### config.mk
export PLATFORM = sky130hd
export DESIGN_NAME = bcc_calendar_clock
export DESIGN_NICKNAME = d
export VERILOG_FILES = /design/src/bcc_pkg.sv /design/src/bcc_calendar_step.sv /design/src/bcc_calendar_clock.sv
export SDC_FILE = /design/constraint.sdc
export NUM_CORES = 1
export LEC_CHECK = 0
export CAP_MARGIN = 40
export CORE_UTILIZATION = 50
export CTS_BUF_LIST = sky130_fd_sc_hd__clkbuf_4 sky130_fd_sc_hd__clkbuf_8 sky130_fd_sc_hd__clkbuf_16
export DETAILED_ROUTE_END_ITERATION = 16
export DONT_BUFFER_PORTS = 1
export GPL_TIMING_DRIVEN = 1
export PLACE_DENSITY_LB_ADDON = 0.08
export SLEW_MARGIN = 10
export SYNTH_ARGS = -nofsm -noshare
export SYNTH_HDL_FRONTEND = slang
export SYNTH_SLANG_ARGS = --single-unit
### constraint.sdc
create_clock -name aclk -period 6.93 [get_ports aclk]
set_clock_uncertainty 0.2 [all_clocks]
set_input_delay 0.693 -clock aclk [delete_from_list [all_inputs] [get_ports aclk]]
set_output_delay 0.693 -clock aclk [all_outputs]
set_load 0.05 [all_outputs]
### src/bcc_pkg.sv
// Purpose: Shared constants and BCD helpers for the calendar clock word area
// Assumes: 32-bit AXI4-Lite data, 16-bit calendar words in the low half
// Notes: Word indexes are kept; byte address is four times the index
package bcc_pkg;
	localparam int ADDR_W = 8;
	// Word indexes of the auxiliary word area
	localparam logic [5:0] IDX_SEC_MIN = 6'h12;
	localparam logic [5:0] IDX_HOUR_DAY = 6'h13;
	localparam logic [5:0] IDX_MON_YEAR = 6'h14;
	localparam logic [5:0] IDX_WDAY_CTL = 6'h15;
	// Control bit positions in the weekday word
	localparam int BIT_ROUND = 13;
	localparam int BIT_STOP = 14;
	localparam int BIT_SET = 15;
	// Values after reset: 2000-01-01 00:00:00, Saturday
	localparam logic [7:0] RST_SEC = 8'h00;
	localparam logic [7:0] RST_MIN = 8'h00;
	localparam logic [7:0] RST_HOUR = 8'h00;
	localparam logic [7:0] RST_DAY = 8'h01;
	localparam logic [7:0] RST_MON = 8'h01;
	localparam logic [7:0] RST_YEAR = 8'h00;
	localparam logic [7:0] RST_WDAY = 8'h06;
	// Field limits
	localparam logic [7:0] MAX_SEC = 8'h59;
	localparam logic [7:0] MAX_MIN = 8'h59;
	localparam logic [7:0] MAX_HOUR = 8'h23;
	localparam logic [7:0] MAX_MON = 8'h12;
	localparam logic [7:0] MAX_YEAR = 8'h99;
	localparam logic [7:0] MAX_WDAY = 8'h06;
	localparam logic [7:0] FIRST_DAY = 8'h01;
	localparam logic [7:0] HALF_MIN = 8'h30;
	// Timing
	localparam int CLK_NS = 100;
	localparam int SEC_NS = 1000000000;
	localparam int SCAN_NS = 1000000;
	localparam int SEC_CYC = SEC_NS / CLK_NS;
	localparam int SCAN_CYC = SCAN_NS / CLK_NS;
	localparam logic [1:0] RESP_OKAY = 2'b00;
	localparam logic [1:0] RESP_SLVERR = 2'b10;

	function automatic logic [7:0] bcd_inc(input logic [7:0] v);
		if (v[3:0] == 4'h9) begin
			return {v[7:4] + 4'h1, 4'h0};
		end
		return v + 8'h01;
	endfunction

	function automatic logic [7:0] last_day(input logic [7:0] mon, input logic [7:0] year);
		logic leap;
		leap = year[4] ? (year[3:0] == 4'h2 || year[3:0] == 4'h6)
			: (year[3:0] == 4'h0 || year[3:0] == 4'h4 || year[3:0] == 4'h8);
		case (mon)
			8'h02: last_day = leap ? 8'h29 : 8'h28;
			8'h04, 8'h06, 8'h09, 8'h11: last_day = 8'h30;
			default: last_day = 8'h31;
		endcase
	endfunction
endpackage

### src/bcc_calendar_step.sv
// Purpose: Next calendar state after one second or one rounded minute
// Assumes: Fields hold valid BCD within range
// Notes: Purely combinational; the caller decides when to take it
`timescale 1ns/1ps
`default_nettype none
module bcc_calendar_step (
	input wire logic step_min,
	input wire logic [7:0] sec,
	input wire logic [7:0] min,
	input wire logic [7:0] hour,
	input wire logic [7:0] day,
	input wire logic [7:0] mon,
	input wire logic [7:0] year,
	input wire logic [7:0] wday,
	output logic [7:0] next_sec,
	output logic [7:0] next_min,
	output logic [7:0] next_hour,
	output logic [7:0] next_day,
	output logic [7:0] next_mon,
	output logic [7:0] next_year,
	output logic [7:0] next_wday
);
	logic c_min, c_hour, c_day, c_mon, c_year;
	always_comb begin
		c_min = step_min || sec == bcc_pkg::MAX_SEC;
		next_sec = c_min ? 8'h00 : bcc_pkg::bcd_inc(sec); // see (RULE2)
		c_hour = c_min && min == bcc_pkg::MAX_MIN;
		next_min = c_hour ? 8'h00 : (c_min ? bcc_pkg::bcd_inc(min) : min);
		c_day = c_hour && hour == bcc_pkg::MAX_HOUR;
		next_hour = c_day ? 8'h00 : (c_hour ? bcc_pkg::bcd_inc(hour) : hour); // see (RULE3)
		c_mon = c_day && day == bcc_pkg::last_day(mon, year);
		next_day = c_mon ? bcc_pkg::FIRST_DAY : (c_day ? bcc_pkg::bcd_inc(day) : day); // see (RULE4)
		c_year = c_mon && mon == bcc_pkg::MAX_MON;
		next_mon = c_year ? 8'h01 : (c_mon ? bcc_pkg::bcd_inc(mon) : mon); // see (RULE5)
		next_year = (c_year && year == bcc_pkg::MAX_YEAR) ? 8'h00 : (c_year ? bcc_pkg::bcd_inc(year) : year);
		next_wday = c_day ? ((wday == bcc_pkg::MAX_WDAY) ? 8'h00 : bcc_pkg::bcd_inc(wday)) : wday; // see (RULE6)
	end
endmodule
`default_nettype wire

### src/bcc_calendar_clock.sv
// Purpose: BCD calendar clock in four auxiliary words, AXI4-Lite slave
// Assumes: Single 10 MHz clock, synchronous active-low reset
// Notes: Fields change only on a scan tick; bus writes land at once
//
// The AXI4-Lite register port was chosen for this implementation.
`timescale 1ns/1ps
`default_nettype none
// What this block does
// (RULE1) With stop clear, keep the calendar running and show it in BCD words.
// (RULE2) Word one: seconds low byte, minutes high byte, each 00 to 59.
// (RULE3) Word two low byte: hours 00 to 23, 24-hour count.
// (RULE4) Word two high byte: day 01 to 31, honouring month length and leap years.
// (RULE5) Word three: month 1 to 12 low byte, two-digit year high byte.
// (RULE6) Word four low byte: weekday 00 Sunday through 06 Saturday, daily step.
// (RULE7) Round bit: seconds to 00; at 30 or more also add one minute.
// (RULE8) Advance only while stop is clear; halt while stop is set.
// (RULE9) Writer sets stop, writes valid BCD fields, then sets load.
// (RULE10) Writer keeps stop set when writing the weekday byte.
// (RULE11) Load bit resumes counting and clears both load and stop.
// (RULE12) Words and control bits refresh once per scan cycle.
// (RULE13) Round bit clears itself after one adjustment.
module bcc_calendar_clock #(
	parameter int SEC_CYC = bcc_pkg::SEC_CYC,
	parameter int SCAN_CYC = bcc_pkg::SCAN_CYC
) (
	input wire logic aclk,
	input wire logic aresetn,
	input wire logic [bcc_pkg::ADDR_W-1:0] awaddr,
	input wire logic awvalid,
	output logic awready,
	input wire logic [31:0] wdata,
	input wire logic [3:0] wstrb,
	input wire logic wvalid,
	output logic wready,
	output logic [1:0] bresp,
	output logic bvalid,
	input wire logic bready,
	input wire logic [bcc_pkg::ADDR_W-1:0] araddr,
	input wire logic arvalid,
	output logic arready,
	output logic [31:0] rdata,
	output logic [1:0] rresp,
	output logic rvalid,
	input wire logic rready
);
	logic [7:0] sec, min, hour, day, mon, year, wday;
	logic ctl_round, ctl_stop, ctl_set;
	logic [7:0] st_sec, st_min, st_hour, st_day, st_mon, st_year, st_wday;
	logic [31:0] scan_cnt, sec_cnt;
	logic scan_tick, sec_pend;
	logic aw_hold, w_hold;
	logic [bcc_pkg::ADDR_W-1:0] aw_addr;
	logic [15:0] w_data;
	logic [1:0] w_strb;
	logic wr_fire;
	logic [2:0] wr_sel, rd_sel;
	logic [15:0] rd_word;

	// Word select; 3'h4 marks an unmapped or unaligned address
	function automatic logic [2:0] word_sel(input logic [bcc_pkg::ADDR_W-1:0] a);
		if (a[1:0] != 2'b00) begin
			return 3'h4;
		end
		case (a[bcc_pkg::ADDR_W-1:2])
			bcc_pkg::IDX_SEC_MIN: return 3'h0;
			bcc_pkg::IDX_HOUR_DAY: return 3'h1;
			bcc_pkg::IDX_MON_YEAR: return 3'h2;
			bcc_pkg::IDX_WDAY_CTL: return 3'h3;
			default: return 3'h4;
		endcase
	endfunction

	// Scan cycle divider
	always_ff @(posedge aclk) begin
		if (!aresetn) begin
			scan_cnt <= 32'h0;
			scan_tick <= 1'b0;
		end else if (scan_cnt == 32'(SCAN_CYC - 1)) begin
			scan_cnt <= 32'h0;
			scan_tick <= 1'b1;
		end else begin
			scan_cnt <= scan_cnt + 32'h1;
			scan_tick <= 1'b0;
		end
	end

	// One-second timebase, held at zero while stopped so a restart gets a full second
	always_ff @(posedge aclk) begin
		if (!aresetn || ctl_stop) begin
			sec_cnt <= 32'h0;
		end else if (sec_cnt == 32'(SEC_CYC - 1)) begin
			sec_cnt <= 32'h0;
		end else begin
			sec_cnt <= sec_cnt + 32'h1;
		end
	end

	// Pending second waits for the next scan; a new second beats the consume; a stop drops it
	always_ff @(posedge aclk) begin
		if (!aresetn) begin
			sec_pend <= 1'b0;
		end else if (!ctl_stop && sec_cnt == 32'(SEC_CYC - 1)) begin
			sec_pend <= 1'b1; // see (RULE8)
		end else if (scan_tick || ctl_stop) begin
			sec_pend <= 1'b0; // see (RULE12)
		end
	end

	bcc_calendar_step u_step (
		.step_min(ctl_round),
		.sec(sec),
		.min(min),
		.hour(hour),
		.day(day),
		.mon(mon),
		.year(year),
		.wday(wday),
		.next_sec(st_sec),
		.next_min(st_min),
		.next_hour(st_hour),
		.next_day(st_day),
		.next_mon(st_mon),
		.next_year(st_year),
		.next_wday(st_wday)
	);

	assign wr_fire = aw_hold && w_hold && !bvalid;
	assign wr_sel = word_sel(aw_addr);

	// Calendar state; bus write comes last so a software set beats a hardware clear
	always_ff @(posedge aclk) begin
		if (!aresetn) begin
			sec <= bcc_pkg::RST_SEC;
			min <= bcc_pkg::RST_MIN;
			hour <= bcc_pkg::RST_HOUR;
			day <= bcc_pkg::RST_DAY;
			mon <= bcc_pkg::RST_MON;
			year <= bcc_pkg::RST_YEAR;
			wday <= bcc_pkg::RST_WDAY;
			ctl_round <= 1'b0;
			ctl_stop <= 1'b0;
			ctl_set <= 1'b0;
		end else begin
			if (scan_tick) begin // see (RULE12)
				if (ctl_round) begin
					ctl_round <= 1'b0; // see (RULE13)
					sec <= 8'h00; // see (RULE7)
					if (sec >= bcc_pkg::HALF_MIN) begin
						min <= st_min; // see (RULE7)
						hour <= st_hour;
						day <= st_day;
						mon <= st_mon;
						year <= st_year;
						wday <= st_wday;
					end
				end else if (ctl_set) begin
					ctl_set <= 1'b0; // see (RULE11)
					ctl_stop <= 1'b0; // see (RULE11)
				end else if (sec_pend && !ctl_stop) begin // see (RULE1)
					sec <= st_sec;
					min <= st_min;
					hour <= st_hour;
					day <= st_day;
					mon <= st_mon;
					year <= st_year;
					wday <= st_wday;
				end
			end
			// Writer is trusted to stop first and keep stop set (RULE9/RULE10 on its side)
			if (wr_fire) begin // see (RULE9)
				case (wr_sel)
					3'h0: begin
						if (w_strb[0]) sec <= w_data[7:0];
						if (w_strb[1]) min <= w_data[15:8];
					end
					3'h1: begin
						if (w_strb[0]) hour <= w_data[7:0];
						if (w_strb[1]) day <= w_data[15:8];
					end
					3'h2: begin
						if (w_strb[0]) mon <= w_data[7:0];
						if (w_strb[1]) year <= w_data[15:8];
					end
					3'h3: begin
						if (w_strb[0]) wday <= w_data[7:0];
						if (w_strb[1]) begin
							ctl_round <= w_data[bcc_pkg::BIT_ROUND];
							ctl_stop <= w_data[bcc_pkg::BIT_STOP]; // see (RULE10)
							ctl_set <= w_data[bcc_pkg::BIT_SET];
						end
					end
					default: begin
					end
				endcase
			end
		end
	end

	// Write address channel
	always_ff @(posedge aclk) begin
		if (!aresetn) begin
			awready <= 1'b0;
			aw_hold <= 1'b0;
			aw_addr <= '0;
		end else if (awvalid && awready) begin
			awready <= 1'b0;
			aw_hold <= 1'b1;
			aw_addr <= awaddr;
		end else begin
			if (wr_fire) aw_hold <= 1'b0;
			awready <= !aw_hold && !bvalid;
		end
	end

	// Write data channel
	always_ff @(posedge aclk) begin
		if (!aresetn) begin
			wready <= 1'b0;
			w_hold <= 1'b0;
			w_data <= 16'h0;
			w_strb <= 2'b00;
		end else if (wvalid && wready) begin
			wready <= 1'b0;
			w_hold <= 1'b1;
			w_data <= wdata[15:0];
			w_strb <= wstrb[1:0];
		end else begin
			if (wr_fire) w_hold <= 1'b0;
			wready <= !w_hold && !bvalid;
		end
	end

	// Write response
	always_ff @(posedge aclk) begin
		if (!aresetn) begin
			bvalid <= 1'b0;
			bresp <= bcc_pkg::RESP_OKAY;
		end else if (wr_fire) begin
			bvalid <= 1'b1;
			bresp <= (wr_sel == 3'h4) ? bcc_pkg::RESP_SLVERR : bcc_pkg::RESP_OKAY;
		end else if (bready) begin
			bvalid <= 1'b0;
		end
	end

	assign rd_sel = word_sel(araddr);

	always_comb begin
		case (rd_sel)
			3'h0: rd_word = {min, sec}; // see (RULE2)
			3'h1: rd_word = {day, hour}; // see (RULE3)
			3'h2: rd_word = {year, mon}; // see (RULE5)
			3'h3: rd_word = {ctl_set, ctl_stop, ctl_round, 5'h00, wday}; // see (RULE6)
			default: rd_word = 16'h0;
		endcase
	end

	// Read channel; upper half always reads zero
	always_ff @(posedge aclk) begin
		if (!aresetn) begin
			arready <= 1'b0;
			rvalid <= 1'b0;
			rdata <= 32'h0;
			rresp <= bcc_pkg::RESP_OKAY;
		end else if (arvalid && arready) begin
			arready <= 1'b0;
			rvalid <= 1'b1;
			rdata <= {16'h0, rd_word};
			rresp <= (rd_sel == 3'h4) ? bcc_pkg::RESP_SLVERR : bcc_pkg::RESP_OKAY;
		end else if (rvalid && rready) begin
			rvalid <= 1'b0;
		end else begin
			arready <= !rvalid;
		end
	end

	// Checks
	logic adv;
	assign adv = scan_tick && sec_pend && !ctl_stop && !ctl_set && !ctl_round && !wr_fire;

	property p_run;
		@(posedge aclk) disable iff (!aresetn)
		adv |=> sec != $past(sec);
	endproperty
	a_run: assert property (p_run) else $error("running clock did not advance seconds"); // see (RULE1)

	property p_sec_wrap;
		@(posedge aclk) disable iff (!aresetn)
		(adv && sec == 8'h59) |=> (sec == 8'h00 && min != $past(min));
	endproperty
	a_sec_wrap: assert property (p_sec_wrap) else $error("seconds did not wrap into minutes"); // see (RULE2)

	property p_hour_wrap;
		@(posedge aclk) disable iff (!aresetn)
		(adv && sec == 8'h59 && min == 8'h59 && hour == 8'h23) |=> (hour == 8'h00 && min == 8'h00);
	endproperty
	a_hour_wrap: assert property (p_hour_wrap) else $error("hours did not wrap at 23"); // see (RULE3)

	property p_leap_day;
		@(posedge aclk) disable iff (!aresetn)
		(adv && sec == 8'h59 && min == 8'h59 && hour == 8'h23 && day == 8'h28 && mon == 8'h02)
			|=> ((((int'(year[7:4]) * 10 + int'(year[3:0])) % 4) == 0) ? (day == 8'h29 && mon == 8'h02)
			: (day == 8'h01 && mon == 8'h03));
	endproperty
	a_leap_day: assert property (p_leap_day) else $error("february end handled wrongly"); // see (RULE4)

	property p_year_wrap;
		@(posedge aclk) disable iff (!aresetn)
		(adv && sec == 8'h59 && min == 8'h59 && hour == 8'h23 && day == 8'h31 && mon == 8'h12)
			|=> (mon == 8'h01 && day == 8'h01 && year != $past(year));
	endproperty
	a_year_wrap: assert property (p_year_wrap) else $error("new year did not roll month and year"); // see (RULE5)

	property p_wday;
		@(posedge aclk) disable iff (!aresetn)
		(adv && sec == 8'h59 && min == 8'h59 && hour == 8'h23 && wday == 8'h06) |=> wday == 8'h00;
	endproperty
	a_wday: assert property (p_wday) else $error("weekday did not wrap after Saturday"); // see (RULE6)

	property p_round_low;
		@(posedge aclk) disable iff (!aresetn)
		(scan_tick && ctl_round && !wr_fire && sec < 8'h30) |=> (sec == 8'h00 && $stable(min));
	endproperty
	a_round_low: assert property (p_round_low) else $error("rounding below 30 changed minutes"); // see (RULE7)

	property p_round_high;
		@(posedge aclk) disable iff (!aresetn)
		(scan_tick && ctl_round && !wr_fire && sec >= 8'h30) |=> (sec == 8'h00 && min != $past(min));
	endproperty
	a_round_high: assert property (p_round_high) else $error("rounding above 30 missed the minute"); // see (RULE7)

	property p_stop;
		@(posedge aclk) disable iff (!aresetn)
		(ctl_stop && !ctl_set && !ctl_round && !wr_fire) |=> ($stable(sec) && $stable(day) && !sec_pend);
	endproperty
	a_stop: assert property (p_stop) else $error("stopped clock changed"); // see (RULE8)

	property p_load;
		@(posedge aclk) disable iff (!aresetn)
		(scan_tick && ctl_set && !ctl_round && !wr_fire) |=> (!ctl_set && !ctl_stop && $stable(sec));
	endproperty
	a_load: assert property (p_load) else $error("load did not clear load and stop"); // see (RULE11)

	property p_scan_only;
		@(posedge aclk) disable iff (!aresetn)
		(!scan_tick && !wr_fire) |=> ($stable(sec) && $stable(min) && $stable(ctl_round) && $stable(ctl_set));
	endproperty
	a_scan_only: assert property (p_scan_only) else $error("calendar changed between scans"); // see (RULE12)

	property p_round_once;
		@(posedge aclk) disable iff (!aresetn)
		(scan_tick && ctl_round && !wr_fire) |=> !ctl_round [*2];
	endproperty
	a_round_once: assert property (p_round_once) else $error("round bit not cleared"); // see (RULE13)

	c_load: cover property (@(posedge aclk) disable iff (!aresetn) scan_tick && ctl_set);
	c_round: cover property (@(posedge aclk) disable iff (!aresetn) scan_tick && ctl_round && sec >= 8'h30);
	c_minute: cover property (@(posedge aclk) disable iff (!aresetn) adv && sec == 8'h59);
	c_unmapped: cover property (@(posedge aclk) disable iff (!aresetn) bvalid && bresp == bcc_pkg::RESP_SLVERR);
endmodule
`default_nettype wire

==> results.cfg, run 1 <==
[outcome]
status = finished, final reports clean

[pwr]
pwr-share-comb = 0.038
swShare = 0.253
ir_drop_mv = 0.161
leakage_uw = 0.00335
power_frac_seq = 0.520
intPower_uw = 1520
power_switching_uw = 513
power_density_nw_per_um2 = 203
power_frac_clock = 0.442
p_total_uw = 2030

[finish]
fillCellCount = 1781
diodes = 0
layout-drive-gt1-share = 0.0562
syn2layout_area_growth_pct = 6.02
fin_nets = 1236

[placement]
io_buffers = 0
hpwl_mm = 17.2
gp_congestion = 0.883

[global_route]
overflow = 0
antenna_found_initial = 0
grt_pass1_vias = 7458
grt_max_degree = 69
track_usage = 0.256
grt_pass1_wl_mm = 39.4

[worst_hold_path]
min_path_cells = 1
hp-class = input port to flip-flop

[clock_network]
cts_buffers = 17
cts-root-buf = clkbuf_16
ctsHoldBuffers = 0
h-tree-depth = 4
cts_resized = 0
postCtsSetupBuffers = 0
clock_latency_ns = 0.44
cts_tree = done
clock-sinks = 176
cts_buffer_depth = 2
path_clk_slew_ns = 0.07

[critical_path]
path_class = flip-flop to flip-flop
rr_worst_depth = 8
endpoint_kind = flip-flop
critPathArrivalTime_ns = 3.51
start_kind = flip-flop
r2r_slack_ns = 3.57
cp.required_ns = 7.08
worstPathMaxFanout = 11

[yosys]
synth-async-reset-ratio = 0
synth.avg_cell_area_um2 = 7.84
synth_area_leaders = dfxtp_1 37%, nand2_1 6.0%, nor2_1 5.5%, xor2_1 4.3%, a21oi_1 3.7%
synth_most_common_cell = dfxtp_1
synth_common_cells = 176 x dfxtp_1, 151 x nand2_1, 137 x nor2_1, 70 x a21oi_1, 70 x o21ai_0
ys_ff_latch = 176
synth_top_area_frac = 0.373
syn_area_um2 = 9440
yosysSeqAreaShare = 0.373
ys_types = 79
ys.flop_type = dfxtp_1
synth_edf_count = 0
yosys_warnings = 0
synthCells = 1203
yosys.area.top_type = dfxtp_1

[detailed_routing]
postRouteWirelength_mm = 24.2
viasPerCell = 5.92
drtIter0Drc = 584
vias = 8299
ant_nets = 0
wire_per_inst_um = 17.2
dr.pass1.iters = 5
drc = 0

[timing]
maxSlewViolCount = 0
relSlewSlack = 0.401
fin_setup_tns_ns = 0
tightest_slew_ns = 0.895
min_period_over_period = 0.485
rsz0062_at_grt = no
finalSetupViolations = 0
layout_min_cycle_time_ns = 3.36
fmax_mhz = 298
hold_viol_final = 0

[floorplan]
die_h_um = 139
start_util = 0.518
design.die.area_um2 = 19400
core_area_um2 = 18200
die_w_um = 139
pin_count = 100
row_count = 49

[job]
cap_violations = 0
[kinds of logic after synthesis]
family,share of synthesized area
AO/OA/AOI/OAI,0.189
multiplexers,0.00968
AND/OR/NAND/NOR,0.276
XOR/XNOR,0.0733
other,0.000397
adder cells (fa/ha/maj),0.0212
buffers and inverters,0.0568
flip-flops,0.373
[cells in the final DEF (no fill, tap or decap), types with 6 or more instances in the layout]
cell type,instances
xor2_1,46
ha_1,16
a22oi_1,6
nand2b_1,8
xnor2_1,33
and3_1,16
o22ai_1,6
nand2_1,151
o211ai_1,9
inv_1,32
buf_4,8
a311oi_1,6
nor4_1,17
a211oi_1,15
and2_1,10
nand4_1,32
a21oi_1,70
a31oi_1,18
nor3_1,28
conb_1,18
a221oi_1,12
mux2i_1,8
dfxtp_1,176
nor2b_1,16
o21ai_0,70
nand3_1,62
or3_1,10
or2_2,6
clkbuf_16,17
nor2_1,137
o221ai_1,6
a22o_1,13
[critical path, cell delays in order (launching register included)]
cell and delay [ns]:
dfxtp_1 0.55, ha_1 0.32, or4b_2 0.17, o211a_1 0.42, nand4_1 0.67, nor2_1 0.42, nand4_1 0.15, xor2_1 0.16
a211oi_1 0.22
[registers in the layout (all words and copies together), names as in the netlist, 16 cells and up]
| register | flops |
|---|---|
| rdata | 16 |
| scan_cnt | 32 |
| w_data | 16 |
| sec_cnt | 32 |
[metal layers]
| layer | vias up | track usage | wire length (um) |
|---|---|---|---|
| li1 | 4182 | - | - |
| met3 | 34 | 0.0616 | 1580 |
| met5 | - | 0 | 0 |
| met2 | 247 | 0.393 | 10700 |
| met1 | 3836 | 0.352 | 11500 |
| met4 | 0 | 0.0795 | 383 |
[final timing paths]
check	start	to
min	aresetn	day[0]$_SDFF_PN1_
max	sec[4]$_SDFF_PN0_	wday[7]$_SDFF_PN0_
max reg2reg	sec[4]$_SDFF_PN0_	wday[7]$_SDFF_PN0_
min reg2reg	aw_hold$_SDFFE_PN0P_	awready$_SDFF_PP0_
[power groups by stage]
stage | logic [uW] | clock network, uW | registers, uW
after detailed placement | 78.1 | 0 | 1080
after floorplan | 76.8 | 0 | 1070
after global placement | 77.5 | 0 | 1080
final | 77.7 | 899 | 1060
after global routing | 87.0 | 971 | 1060
after CTS | 78.6 | 923 | 1060
[layout make-up]
class,count,area [um^2],share of cell area
multi-input combinational,924,5460,0.546
sequential,176,3520,0.352
clock buffer,18,439,0.0439
tap,229,287,0.0286
inverter,33,124,0.0124
clock inverter,14,106,0.0106
timing repair buffer,9,63.8,0.00638
[per-stage QoR]
stage	util	setup WS, ns	area (um^2)	cells	hold WS (ns)
3_3_place_gp	0.518	3.50	9440	1368	0.241
3_5_place_dp	0.519	3.66	9460	1371	0.238
5_1_grt	0.549	3.41	10000	1403	0.132
6_report	0.549	3.57	10000	1403	0.140
2_1_floorplan	-	4.21	9500	1220	0.216
4_1_cts	0.549	3.69	10000	1403	0.118
Note: power is estimated with default switching activity, not from simulation.
==> run 2: changes to the inputs <==
--- a/config.mk
+++ b/config.mk
@@ -5,6 +5,7 @@
 export SDC_FILE = /design/constraint.sdc
 export NUM_CORES = 1
 export LEC_CHECK = 0
+export ABC_AREA = 1
 export CAP_MARGIN = 40
 export CORE_UTILIZATION = 50
 export CTS_BUF_LIST = sky130_fd_sc_hd__clkbuf_4 sky130_fd_sc_hd__clkbuf_8 sky130_fd_sc_hd__clkbuf_16
==> constraint.sdc (replaced) <==
create_clock -name aclk -period 3.5 [get_ports aclk]
set_clock_uncertainty 0.2 [all_clocks]
set_input_delay 0.35 -clock aclk [delete_from_list [all_inputs] [get_ports aclk]]
set_output_delay 0.35 -clock aclk [all_outputs]
set_load 0.05 [all_outputs]
==> results.cfg, run 2 <==
[clock_network]
cts_buffers = 17
cts_resized = 0
cts-root-buf = clkbuf_16
clock_latency_ns = 0.45
cts_buffer_depth = 2
clock-sinks = 176
ctsHoldBuffers = 29
path_clk_slew_ns = 0.08
cts_tree = done
postCtsSetupBuffers = 0
h-tree-depth = 4

[yosys]
yosysSeqAreaShare = 0.355
synth.avg_cell_area_um2 = 6.77
synth_edf_count = 0
ys_ff_latch = 176
synth_top_area_frac = 0.355
synth-async-reset-ratio = 0
synth_most_common_cell = nand2_1
ys.flop_type = dfxtp_1
yosys.area.top_type = dfxtp_1
synthCells = 1465
synth_common_cells = 255 x nand2_1, 211 x inv_1, 176 x dfxtp_1, 150 x nor2_1, 124 x o21ai_0
ys_types = 57
yosys_warnings = 0
syn_area_um2 = 9920
synth_area_leaders = dfxtp_1 36%, nand2_1 9.6%, inv_1 8.0%, o21ai_0 6.3%, nor2_1 5.7%

[placement]
placed_cell_area_um2 = 10100
hpwl_mm = 20.6
gp_congestion = 0.948
io_buffers = 0

[pwr]
power_frac_seq = 0.483
pwr-share-comb = 0.049
power_density_nw_per_um2 = 392
power_frac_clock = 0.469
swShare = 0.263
ir_drop_mv = 0.420
p_total_uw = 4330
leakage_uw = 0.00426
power_switching_uw = 1140
intPower_uw = 3190

[floorplan]
die_h_um = 143
core_area_um2 = 19500
design.die.area_um2 = 20400
row_count = 51
die_w_um = 143
start_util = 0.510
pin_count = 100

[critical_path]
start_kind = flip-flop
path_buf_inv = 3
worstPathMaxFanout = 10
rr_worst_depth = 9
critPathArrivalTime_ns = 2.90
crit_top_cell = nor2_1
path_class = flip-flop to flip-flop
cp.depth = 9
worst_path_largest_cell_delay_ns = 0.51
path_cells = nor2_1, inv_1, nor2_1, inv_1, nor2_1, clkinv_1, nand3_1, o21bai_1, a21oi_1
slowest_stage = dfxtp_1
cp.required_ns = 3.61
r2r_slack_ns = 0.72
crit_family = simple AND/OR/NAND/NOR gates
endpoint_kind = flip-flop

[finish]
fin_area_um2 = 11100
syn2layout_area_growth_pct = 11.5
fillCellCount = 1959
post-route-util = 0.568
mostFrequentLayoutCell = nand2_1
most-common-layout-cells = 255 x nand2_1, 211 x inv_1, 176 x dfxtp_1
diodes = 0
fin_nets = 1566
regArea_um2 = 3520
reg_top3 = scan_cnt x32, sec_cnt x32
multi_input_area_um2 = 5360
layout-drive-gt1-share = 0.0738

[timing]
layout_min_cycle_time_ns = 2.78
hold_viol_final = 0
rsz0062_at_grt = no
finalSetupViolations = 0
whs_ns = 0.0540
fmax_mhz = 359
tightest_slew_ns = 0.763
min_period_over_period = 0.795
relSlewSlack = 0.490
maxSlewViolCount = 0
fin_setup_tns_ns = 0

[detailed_routing]
dr.pass1.iters = 5
postRouteWirelength_mm = 27.9
wire_per_inst_um = 15.8
vias = 9614
drtIter0Drc = 580
ant_nets = 0
viasPerCell = 5.43
drc = 0

[global_route]
grt_busiest_layer = met2
grt_pass1_vias = 8833
grt_pass1_wl_mm = 45.1
met3_usage = 0.0587
grt.met1_usage = 0.377
grt_max_degree = 73
antenna_found_initial = 0
overflow = 0
met2_usage = 0.462
track_usage = 0.286

[worst_hold_path]
min_path_cells = 4
hp-class = input port to flip-flop

[job]
cap_violations = 0

[outcome]
status = finished, final reports clean
==> run 2: cell count changes after synthesis, sizes merged, moves of 15 or more <==
cell    change
clkbuf     -37
nand3      +42
nand2     +114
nor2       +40
xor2       -18
o21ai      +69
xnor2      -28
and3       -15
a21oi      +32
inv       +189
nor2b      -16
==> run 2: cells by family (layout without fill, tap and decap cells) <==
logic type | count (synthesis) | in the layout | share of synthesized area
xor+xnor | 33 | 33 | 0.0291
fa+ha+maj | 16 | 16 | 0.0202
simple gates | 653 | 653 | 0.310
flops | 176 | 176 | 0.355
buf+inv | 273 | 295 | 0.111
compound gates | 313 | 313 | 0.174
other cells | 1 | 18 | 0.000378
==> run 2: final timing paths <==
kind	startpoint	to
hold reg to reg	aw_addr[7]$_SDFFE_PN0P_	aw_addr[7]$_SDFFE_PN0P_
hold / removal	aresetn	scan_cnt[17]$_SDFF_PP0_
setup reg to reg	bvalid$_SDFFE_PN0P_	hour[4]$_SDFF_PN0_
setup / recovery	bvalid$_SDFFE_PN0P_	hour[4]$_SDFF_PN0_
==> run 2: metrics by stage <==
| stage | cells | setup WS [ns] |
|---|---|---|
| 2_1_floorplan | 1482 | 1.34 |
| 3_3_place_gp | 1707 | 0.642 |
| 3_5_place_dp | 1708 | 0.760 |
| 4_1_cts | 1769 | 0.761 |
| 5_1_grt | 1769 | 0.504 |
| 6_report | 1769 | 0.717 |
==> run 2: layout make-up <==
cell class,count,share of cell area
sequential,176,0.319
inverter,224,0.0762
clock inverter,15,0.0175
timing repair buffer,39,0.0350
clock buffer,17,0.0385
multi-input combinational,1033,0.484
tap,265,0.0300
==> run 2: layer usage <==
metal	vias up	wire length [um]
met1	4401	13100
met3	50	1610
met2	274	12600
met5	-	0
li1	4889	-
met4	0	631
==> run 2: worst reg2reg max path, stage by stage (launching register included) <==
cell	delay, ns
dfxtp_1	0.51
nor2_1	0.34
inv_1	0.17
nor2_1	0.32
inv_1	0.22
nor2_1	0.23
clkinv_1	0.30
nand3_1	0.16
o21bai_1	0.13
a21oi_1	0.08
==> run 2: power groups by stage <==
stage,clock network [uW],registers (uW),logic [uW]
final,2030,2090,210
after global routing,2130,2100,236
after CTS,2060,2090,210
after detailed placement,0,2140,170
after global placement,0,2140,167
after floorplan,0,2120,161
